File: config.mk
export PLATFORM = sky130hd
export DESIGN_NAME = dsd_decoder
export DESIGN_NICKNAME = d
export VERILOG_FILES = /design/src/design/dsd_return_stack.v /design/src/design/dsd_decoder.v
export VERILOG_INCLUDE_DIRS = /design/src /design/src/design
export SDC_FILE = /design/constraint.sdc
export NUM_CORES = 1
export LEC_CHECK = 0
export ABC_AREA = 0
export BUFFER_PORTS_ARGS = -buffer_cell sky130_fd_sc_hd__clkbuf_2
export CAP_MARGIN = 20
export CORE_ASPECT_RATIO = 0.7
export CORE_MARGIN = 3
export CORE_UTILIZATION = 50
export DETAILED_ROUTE_END_ITERATION = 10
export GPL_ROUTABILITY_DRIVEN = 0
export PLACE_DENSITY = 0.68
export RECOVER_POWER = 50
export SLEW_MARGIN = 20
export SYNTH_ARGS = -nofsm -noshare
export SYNTH_HDL_FRONTEND = slang
export SYNTH_SLANG_ARGS = --single-unit
File: constraint.sdc
create_clock -name clk -period 3.7 [get_ports clk]
set_input_delay 0 -clock clk [delete_from_list [all_inputs] [get_ports clk]]
set_output_delay 0 -clock clk [all_outputs]
set_load 0.01 [all_outputs]
File: src/design/dsd_defs.vh
// Address map, field positions and constants of the data-space decoder.
`ifndef DSD_DEFS_VH
`define DSD_DEFS_VH
// =====================================================================
// Data-space map
`define DSD_WIN_LO 8'h40
`define DSD_WIN_HI 8'h7f
`define DSD_PTR0_ADDR 8'h80
`define DSD_PTR1_ADDR 8'h81
`define DSD_SDIR0_ADDR 8'h82
`define DSD_SDIR1_ADDR 8'h83
`define DSD_RAM_LO 8'h84
`define DSD_RAM_HI 8'hbf
`define DSD_PORT0_DATA 8'hc0
`define DSD_PORT1_DATA 8'hc1
`define DSD_PORT0_DIR 8'hc4
`define DSD_PORT1_DIR 8'hc5
`define DSD_INT_OPT 8'hc8
`define DSD_WIN_POS 8'hc9
`define DSD_PORT0_OPT 8'hcc
`define DSD_PORT1_OPT 8'hcd
`define DSD_CONV_RES 8'hd0
`define DSD_CONV_CTL 8'hd1
`define DSD_TMR_PRE 8'hd2
`define DSD_TMR_CNT 8'hd3
`define DSD_TMR_STAT 8'hd4
`define DSD_ACC_ADDR 8'hff
// =====================================================================
// Fields and widths
`define DSD_WIN_OFS_W 6
`define DSD_WIN_POS_W 6
`define DSD_PC_W 12
`define DSD_STACK_DEPTH 6
`define DSD_RAM_WORDS 60
`define DSD_IDLE_READ 8'hff
// =====================================================================
// Peripheral select one-hot positions
`define DSD_PSEL_W 13
`define DSD_PSEL_P0D 0
`define DSD_PSEL_P1D 1
`define DSD_PSEL_P0R 2
`define DSD_PSEL_P1R 3
`define DSD_PSEL_IOPT 4
`define DSD_PSEL_P0O 5
`define DSD_PSEL_P1O 6
`define DSD_PSEL_CRES 7
`define DSD_PSEL_CCTL 8
`define DSD_PSEL_TPRE 9
`define DSD_PSEL_TCNT 10
`define DSD_PSEL_TSTA 11
`define DSD_PSEL_WDOG 12
`define DSD_WDOG_ADDR 8'hd8
`endif

File: src/design/dsd_return_stack.v
// Hardware return stack of program addresses.
`timescale 1ns/1ps
module dsd_return_stack #(
   parameter WIDTH = 12,
   parameter DEPTH = 6
) (
   input wire clk,
   input wire sys_rst,
   input wire push,
   input wire pop,
   input wire [WIDTH-1:0] push_addr,
   output reg [WIDTH-1:0] top_addr,
   output reg overflow,
   output reg underflow
);
   // =====================================================================
   // Storage
   reg [WIDTH-1:0] slot_reg [0:DEPTH-1];
   reg [3:0] level_reg;
   integer i;

   always @(posedge clk) begin
      if (sys_rst) begin
         level_reg <= 4'h0;
         overflow <= 1'b0;
         underflow <= 1'b0;
         top_addr <= {WIDTH{1'b0}};
      end else begin
         overflow <= push && !pop && (level_reg == DEPTH[3:0]);
         underflow <= pop && !push && (level_reg == 4'h0);
         // A push beyond the last level shifts out the oldest entry, as a real shift stack does.
         if (push && !pop) begin
            slot_reg[0] <= push_addr;
            for (i = 1; i < DEPTH; i = i + 1) begin
               slot_reg[i] <= slot_reg[i-1];
            end
            if (level_reg != DEPTH[3:0]) begin
               level_reg <= level_reg + 4'h1;
            end
            top_addr <= push_addr;
         end else if (pop && !push) begin
            for (i = 0; i < DEPTH-1; i = i + 1) begin
               slot_reg[i] <= slot_reg[i+1];
            end
            if (level_reg != 4'h0) begin
               level_reg <= level_reg - 4'h1;
            end
            top_addr <= slot_reg[1];
         end
      end
   end
endmodule // dsd_return_stack

File: src/design/dsd_decoder.v
// Data-space decoder with the program-memory read window.
`timescale 1ns/1ps
`include "dsd_defs.vh"
module dsd_decoder #(
   parameter HAS_CONVERTER = 1,
   parameter PC_W = `DSD_PC_W,
   parameter STACK_DEPTH = `DSD_STACK_DEPTH
) (
   input wire clk,
   input wire sys_rst,
   input wire [7:0] cpu_addr,
   input wire cpu_rd,
   input wire cpu_wr,
   input wire [7:0] cpu_wdata,
   output reg [7:0] cpu_rdata,
   output reg cpu_rvalid,
   input wire [7:0] acc_in,
   output reg [7:0] acc_wdata,
   output reg acc_we,
   output reg [7:0] ptr0_out,
   output reg [7:0] ptr1_out,
   output reg [7:0] sdir0_out,
   output reg [7:0] sdir1_out,
   input wire fetch_req,
   input wire [PC_W-1:0] fetch_pc,
   output reg fetch_valid,
   output reg [7:0] fetch_data,
   output reg [PC_W-1:0] pmem_addr,
   output reg pmem_en,
   input wire [7:0] pmem_rdata,
   input wire call_push,
   input wire ret_pop,
   output reg [PC_W-1:0] stack_top,
   output reg stack_overflow,
   output reg stack_underflow,
   output reg [`DSD_PSEL_W-1:0] periph_sel,
   output reg periph_rd,
   output reg periph_wr,
   output reg [7:0] periph_wdata,
   input wire [7:0] periph_rdata,
   input wire readout_protect,
   input wire ext_read_req,
   input wire [PC_W-1:0] ext_read_addr,
   output reg [7:0] ext_read_data,
   output reg ext_read_valid,
   input wire test_pin_high,
   output reg prog_mode
);
   // =====================================================================
   // Decode
   localparam [4:0] T_WIN = 5'h01;
   localparam [4:0] T_RAM = 5'h02;
   localparam [4:0] T_CORE = 5'h04;
   localparam [4:0] T_PER = 5'h08;
   localparam [4:0] T_NONE = 5'h10;

   function [`DSD_PSEL_W-1:0] psel_of;
      input [7:0] a;
      begin
         psel_of = {`DSD_PSEL_W{1'b0}};
         case (a)
            `DSD_PORT0_DATA: psel_of[`DSD_PSEL_P0D] = 1'b1;
            `DSD_PORT1_DATA: psel_of[`DSD_PSEL_P1D] = 1'b1;
            `DSD_PORT0_DIR: psel_of[`DSD_PSEL_P0R] = 1'b1;
            `DSD_PORT1_DIR: psel_of[`DSD_PSEL_P1R] = 1'b1;
            `DSD_INT_OPT: psel_of[`DSD_PSEL_IOPT] = 1'b1;
            `DSD_PORT0_OPT: psel_of[`DSD_PSEL_P0O] = 1'b1;
            `DSD_PORT1_OPT: psel_of[`DSD_PSEL_P1O] = 1'b1;
            `DSD_CONV_RES: psel_of[`DSD_PSEL_CRES] = (HAS_CONVERTER != 0);
            `DSD_CONV_CTL: psel_of[`DSD_PSEL_CCTL] = (HAS_CONVERTER != 0);
            `DSD_TMR_PRE: psel_of[`DSD_PSEL_TPRE] = 1'b1;
            `DSD_TMR_CNT: psel_of[`DSD_PSEL_TCNT] = 1'b1;
            `DSD_TMR_STAT: psel_of[`DSD_PSEL_TSTA] = 1'b1;
            `DSD_WDOG_ADDR: psel_of[`DSD_PSEL_WDOG] = 1'b1;
            default: psel_of = {`DSD_PSEL_W{1'b0}};
         endcase
      end
   endfunction

   function [4:0] target_of;
      input [7:0] a;
      begin
         if (a >= `DSD_WIN_LO && a <= `DSD_WIN_HI) begin
            target_of = T_WIN;
         end else if (a >= `DSD_RAM_LO && a <= `DSD_RAM_HI) begin
            target_of = T_RAM;
         end else if (a == `DSD_ACC_ADDR || a == `DSD_WIN_POS || (a >= `DSD_PTR0_ADDR && a <= `DSD_SDIR1_ADDR)) begin
            target_of = T_CORE;
         end else if (psel_of(a) != {`DSD_PSEL_W{1'b0}}) begin
            target_of = T_PER;
         end else begin
            target_of = T_NONE;
         end
      end
   endfunction

   wire [4:0] tgt = target_of(cpu_addr);
   wire [`DSD_PSEL_W-1:0] psel = psel_of(cpu_addr);

   // =====================================================================
   // Storage
   reg [7:0] ram_mem [0:`DSD_RAM_WORDS-1];
   wire [7:0] ram_idx = cpu_addr - `DSD_RAM_LO;
   reg [`DSD_WIN_POS_W-1:0] win_pos_reg;
   reg [7:0] ram_rd_reg;
   reg [4:0] tgt_reg;
   reg rd_pend_reg;
   reg [7:0] core_rd_reg;
   reg [PC_W-1:0] fetch_pend_pc_reg;
   reg fetch_pend_reg;
   reg pm_win_reg;
   reg pm_fetch_reg;
   reg pm_ext_reg;
   reg rst_seen_reg;

   // The position register is left without reset so software sees the documented undefined start.
   always @(posedge clk) begin
      if (cpu_wr && cpu_addr == `DSD_WIN_POS) begin
         win_pos_reg <= cpu_wdata[`DSD_WIN_POS_W-1:0];
      end
      if (cpu_wr && tgt == T_RAM) begin
         ram_mem[ram_idx[5:0]] <= cpu_wdata;
      end
      ram_rd_reg <= ram_mem[ram_idx[5:0]];
   end

   // =====================================================================
   // Program memory arbitration
   // The window read wins the port; a colliding fetch is held until a cycle with no window read so neither is corrupted.
   wire win_rd = cpu_rd && tgt == T_WIN;
   wire fetch_any = fetch_req || fetch_pend_reg;
   wire [PC_W-1:0] fetch_addr = fetch_pend_reg ? fetch_pend_pc_reg : fetch_pc;
   wire ext_ok = ext_read_req && !readout_protect && !win_rd && !fetch_any;

   always @(posedge clk) begin
      if (sys_rst) begin
         pmem_en <= 1'b0;
         pmem_addr <= {PC_W{1'b0}};
         pm_win_reg <= 1'b0;
         pm_fetch_reg <= 1'b0;
         pm_ext_reg <= 1'b0;
         fetch_pend_reg <= 1'b0;
         fetch_pend_pc_reg <= {PC_W{1'b0}};
      end else begin
         pm_win_reg <= win_rd;
         pm_fetch_reg <= fetch_any && !win_rd;
         pm_ext_reg <= ext_ok;
         pmem_en <= win_rd || fetch_any || ext_ok;
         if (win_rd) begin
            pmem_addr <= {win_pos_reg, cpu_addr[`DSD_WIN_OFS_W-1:0]};
            fetch_pend_reg <= fetch_any;
            if (fetch_req && !fetch_pend_reg) begin
               fetch_pend_pc_reg <= fetch_pc;
            end
         end else if (fetch_any) begin
            pmem_addr <= fetch_addr;
            fetch_pend_reg <= 1'b0;
         end else if (ext_ok) begin
            pmem_addr <= ext_read_addr;
         end
      end
   end

   always @(posedge clk) begin
      if (sys_rst) begin
         fetch_valid <= 1'b0;
         fetch_data <= 8'h00;
         ext_read_valid <= 1'b0;
         ext_read_data <= 8'h00;
      end else begin
         fetch_valid <= pm_fetch_reg;
         fetch_data <= pm_fetch_reg ? pmem_rdata : fetch_data;
         ext_read_valid <= pm_ext_reg || (ext_read_req && readout_protect);
         // A protected part answers every outside read with a blank byte.
         ext_read_data <= pm_ext_reg ? pmem_rdata : `DSD_IDLE_READ;
      end
   end

   // =====================================================================
   // Core registers and CPU access
   always @(posedge clk) begin
      if (sys_rst) begin
         ptr0_out <= 8'h00;
         ptr1_out <= 8'h00;
         sdir0_out <= 8'h00;
         sdir1_out <= 8'h00;
         acc_we <= 1'b0;
         acc_wdata <= 8'h00;
         tgt_reg <= T_NONE;
         rd_pend_reg <= 1'b0;
         core_rd_reg <= `DSD_IDLE_READ;
         cpu_rvalid <= 1'b0;
         cpu_rdata <= 8'h00;
         periph_sel <= {`DSD_PSEL_W{1'b0}};
         periph_rd <= 1'b0;
         periph_wr <= 1'b0;
         periph_wdata <= 8'h00;
      end else begin
         acc_we <= cpu_wr && cpu_addr == `DSD_ACC_ADDR;
         acc_wdata <= cpu_wdata;
         if (cpu_wr) begin
            case (cpu_addr)
               `DSD_PTR0_ADDR: ptr0_out <= cpu_wdata;
               `DSD_PTR1_ADDR: ptr1_out <= cpu_wdata;
               `DSD_SDIR0_ADDR: sdir0_out <= cpu_wdata;
               `DSD_SDIR1_ADDR: sdir1_out <= cpu_wdata;
               default: ptr0_out <= ptr0_out;
            endcase
         end
         case (cpu_addr)
            `DSD_PTR0_ADDR: core_rd_reg <= ptr0_out;
            `DSD_PTR1_ADDR: core_rd_reg <= ptr1_out;
            `DSD_SDIR0_ADDR: core_rd_reg <= sdir0_out;
            `DSD_SDIR1_ADDR: core_rd_reg <= sdir1_out;
            `DSD_ACC_ADDR: core_rd_reg <= acc_in;
            default: core_rd_reg <= `DSD_IDLE_READ;
         endcase
         tgt_reg <= cpu_rd ? tgt : T_NONE;
         rd_pend_reg <= cpu_rd;
         periph_sel <= (cpu_rd || cpu_wr) ? psel : {`DSD_PSEL_W{1'b0}};
         periph_rd <= cpu_rd && tgt == T_PER && !psel[`DSD_PSEL_IOPT];
         periph_wr <= cpu_wr && tgt == T_PER;
         periph_wdata <= cpu_wdata;
         // Every read answers two cycles after the request whatever the target.
         cpu_rvalid <= rd_pend_reg;
         case (tgt_reg)
            T_WIN: cpu_rdata <= pmem_rdata;
            T_RAM: cpu_rdata <= ram_rd_reg;
            T_CORE: cpu_rdata <= core_rd_reg;
            T_PER: cpu_rdata <= periph_sel[`DSD_PSEL_IOPT] ? `DSD_IDLE_READ : periph_rdata;
            default: cpu_rdata <= `DSD_IDLE_READ;
         endcase
      end
   end

   // =====================================================================
   // Programming mode strap
   always @(posedge clk) begin
      if (sys_rst) begin
         rst_seen_reg <= 1'b1;
         prog_mode <= 1'b0;
      end else begin
         rst_seen_reg <= 1'b0;
         if (rst_seen_reg) begin
            prog_mode <= test_pin_high;
         end
      end
   end

   // =====================================================================
   // Return stack
   wire [PC_W-1:0] stk_top;
   wire stk_ovf;
   wire stk_unf;
   dsd_return_stack #(.WIDTH(PC_W), .DEPTH(STACK_DEPTH)) u_stack (
      .clk(clk),
      .sys_rst(sys_rst),
      .push(call_push),
      .pop(ret_pop),
      .push_addr(fetch_pc),
      .top_addr(stk_top),
      .overflow(stk_ovf),
      .underflow(stk_unf)
   );

   always @(posedge clk) begin
      stack_top <= stk_top;
      stack_overflow <= stk_ovf;
      stack_underflow <= stk_unf;
   end
endmodule // dsd_decoder

==> impl_metrics.env <==
export IMPL_port_buffers=192
export IMPL_use_met3=0.0555
export IMPL_grt_pass1_wl_um=107000
export IMPL_final_max_slew_viol_count=514
export IMPL_synth_ff_latch_count=725
export IMPL_cp_end_kind="flop"
export IMPL_fin_nets=2210
export IMPL_start_kind="input pin"
export IMPL_firstDrtPassIters=8
export IMPL_hold_viol=0
export IMPL_syn_area_per_cell_um2=15.1
export IMPL_detail_route_antenna_nets=0
export IMPL_slew_headroom=-0.485
export IMPL_synth_seq_area_share=0.710
export IMPL_wl_per_cell_um=24.4
export IMPL_clk_pin_slew_ps=70
export IMPL_cp_arrival_ps=3010
export IMPL_fmax_mhz=362
export IMPL_r2r_start="tgt_reg[3]"
export IMPL_cts_buffers=69
export IMPL_synthTopCellsByArea="edfxtp_1 59%, dfxtp_1 12%, mux4_2 9.1%, nand2_1 3.8%, mux2i_1 3.2%"
export IMPL_grt_use_met2=0.343
export IMPL_clock_sinks=725
export IMPL_violations="max-capacitance violations, max-slew violations"
export IMPL_fill_cells=4241
export IMPL_cts_setup_buffers=0
export IMPL_grt_max_degree=91
export IMPL_crit_path_max_incr_delay_ps=910
export IMPL_rows=72
export IMPL_dp_cells=2733
export IMPL_yosys_area_top_type="edfxtp_1"
export IMPL_h_tree_depth=3
export IMPL_p_per_area_nw_per_um2=523
export IMPL_synth_area_um2=28300
export IMPL_path_class="input pin to flop"
export IMPL_layout_drive_gt1_share=0.156
export IMPL_fin_skew_ps=26.6
export IMPL_antenna_found_initial=1
export IMPL_period_share=0.747
export IMPL_busiest_layer="met1"
export IMPL_fin_util=0.588
export IMPL_dpl_worst_slack_ps=824
export IMPL_core_area_um2=55600
export IMPL_start_util=0.509
export IMPL_period_minus_slack_ps=2760
export IMPL_hpwl_um=46300
export IMPL_avgViaCountPerCell=5.92
export IMPL_outcome="finished, violations left"
export IMPL_synth_top_cell_area_share=0.592
export IMPL_critPathBufInv=3
export IMPL_grt_overflow=0
export IMPL_ys_flop_type="edfxtp_1"
export IMPL_worst_slack_ps=936
export IMPL_worstSetupStartpoint="sys_rst"
export IMPL_synth_cell_types=63
export IMPL_synthTopCellsByCount="558 x edfxtp_1, 286 x nand2_1, 167 x dfxtp_1"
export IMPL_synth_edf_count=558
export IMPL_syn2layout_area_growth_pct=15.5
export IMPL_path_cells="dlygate4sd3_1 > clkbuf_2 > nand2b_2 > nand2_2 > buf_4"
export IMPL_synthMostInstantiatedCell="edfxtp_1"
export IMPL_rsz0062_at_grt="false"
export IMPL_worst_ep_required_time_ps=3950
export IMPL_num_vias=17300
export IMPL_setup_violations=0
export IMPL_worstPathMaxFanout=90
export IMPL_die_area_um2=59500
export IMPL_clock_path_buffers=3
export IMPL_tritoncts="built"
export IMPL_route_detailed_drc=0
export IMPL_clock_latency_ps=620
export IMPL_grt_use_total=0.239
export IMPL_syn_num_nets=1956
export IMPL_largest_reg_flops=480
export IMPL_grtUsageMet1=0.372
export IMPL_fp_dieW_um=290
export IMPL_tns_ps=0
export IMPL_cts_root_buf="clkbuf_16"
export IMPL_slowest_stage="clkbuf_2"
export IMPL_synth_cells=1873
export IMPL_ioPinCount=193
export IMPL_cp_top_family="buffers and inverters"
export IMPL_cap_violations=13
export IMPL_totalWireLength_um=71300
export IMPL_tightestPinTransition_ps=2230
export IMPL_drt_iter0_markers=2130
export IMPL_p_leak_nw=11.2
export IMPL_die_height_um=205
export IMPL_grt_pass1_vias=16900
export IMPL_min_delay_path_class="input pin to flop"
export IMPL_hp_start="cpu_addr[3]"
export IMPL_async_flop_share=0
export IMPL_instances_no_fill=2920
export IMPL_max_vdd_ir_drop_mv=0.368
export IMPL_yosysWarnings=0
[power by group]
group | switching (W) | total (W) | internal, W
clock | 0.00300 | 0.00697 | 0.00397
combinational | 0.000709 | 0.00112 | 0.000410
sequential | 0.0000931 | 0.00901 | 0.00892
[layout by cell type, fill, tap and decap left out, types with 8 or more instances in the layout]
cell             n
a22oi_1         38
o21ai_0         16
a21oi_1         77
nand2_1        285
buf_4           34
ha_1             8
edfxtp_1       558
o22ai_1         15
a31oi_1         12
mux4_2         114
nor3_1          17
nor2b_1         20
mux2i_1         90
dfxtp_1        167
dlygate4sd3_1   63
inv_1           18
clkbuf_2        64
clkbuf_1       148
clkinv_2        11
nor2_1         160
clkinv_1         9
nand3_1         48
a211oi_1        22
clkbuf_16       72
[path summary, 6_finish.rpt]
check | cells past startpoint | endpoint | slack, ps
worst max-delay path | 5 | u_stack.slot_reg[0][48] | 940
worst min-delay path | 4 | pmem_addr[3] | 50
worst max register to register | 4 | cpu_rdata[3] | 1640
worst min register to register | 0 | stack_underflow | 340
[per-layer routing]
| metal | vias to the layer above | wire length (µm) |
|---|---|---|
| met5 | - | 0 |
| met3 | 107 | 7110 |
| met4 | 0 | 1440 |
| met1 | 8718 | 32000 |
| li1 | 7556 | - |
| met2 | 908 | 30800 |
[stage by stage]
step	hold slack (ps)	power, W	instance area, µm²
after floorplan	27.7	0.00978	28300
after global placement	237	0.0102	30000
after detailed placement	253	0.0103	30000
after CTS	11.7	0.0172	32900
after global routing	37.6	0.0177	32700
final	47.1	0.0171	32700
[tightest hold or removal path, stage by stage]
cell	delay [ps]
clkbuf_2	140
buf_4	160
nor2_1	110
a211oi_1	210
[area by class of cell]
type / count / area (µm²) / share of cell area
timing repair buffer: 300 / 1770 / 0.0542
clock inverter: 36 / 340 / 0.0104
multi-input combinational: 1013 / 7600 / 0.232
sequential: 725 / 20100 / 0.615
inverter: 18 / 67.6 / 0.00207
tap: 740 / 926 / 0.0283
antenna: 2 / 5.00 / 0.000153
clock buffer: 86 / 1870 / 0.0574
[kinds of logic after synthesis]
| family | synth area share |
|---|---|
| AO/OA/AOI/OAI | 0.0475 |
| buffers and inverters | 0.0219 |
| adder cells (fa/ha/maj) | 0.00424 |
| XOR/XNOR | 0.000619 |
| flip-flops | 0.710 |
| AND/OR/NAND/NOR | 0.0913 |
| multiplexers | 0.124 |
[timing repair]
item	in CTS	in global routing
hold buffers	63	0
hold endpoints to repair	118	0
endpoints found under the setup margin	0	0
gates resized for setup	0	0
(Power assumes the default switching activity.)
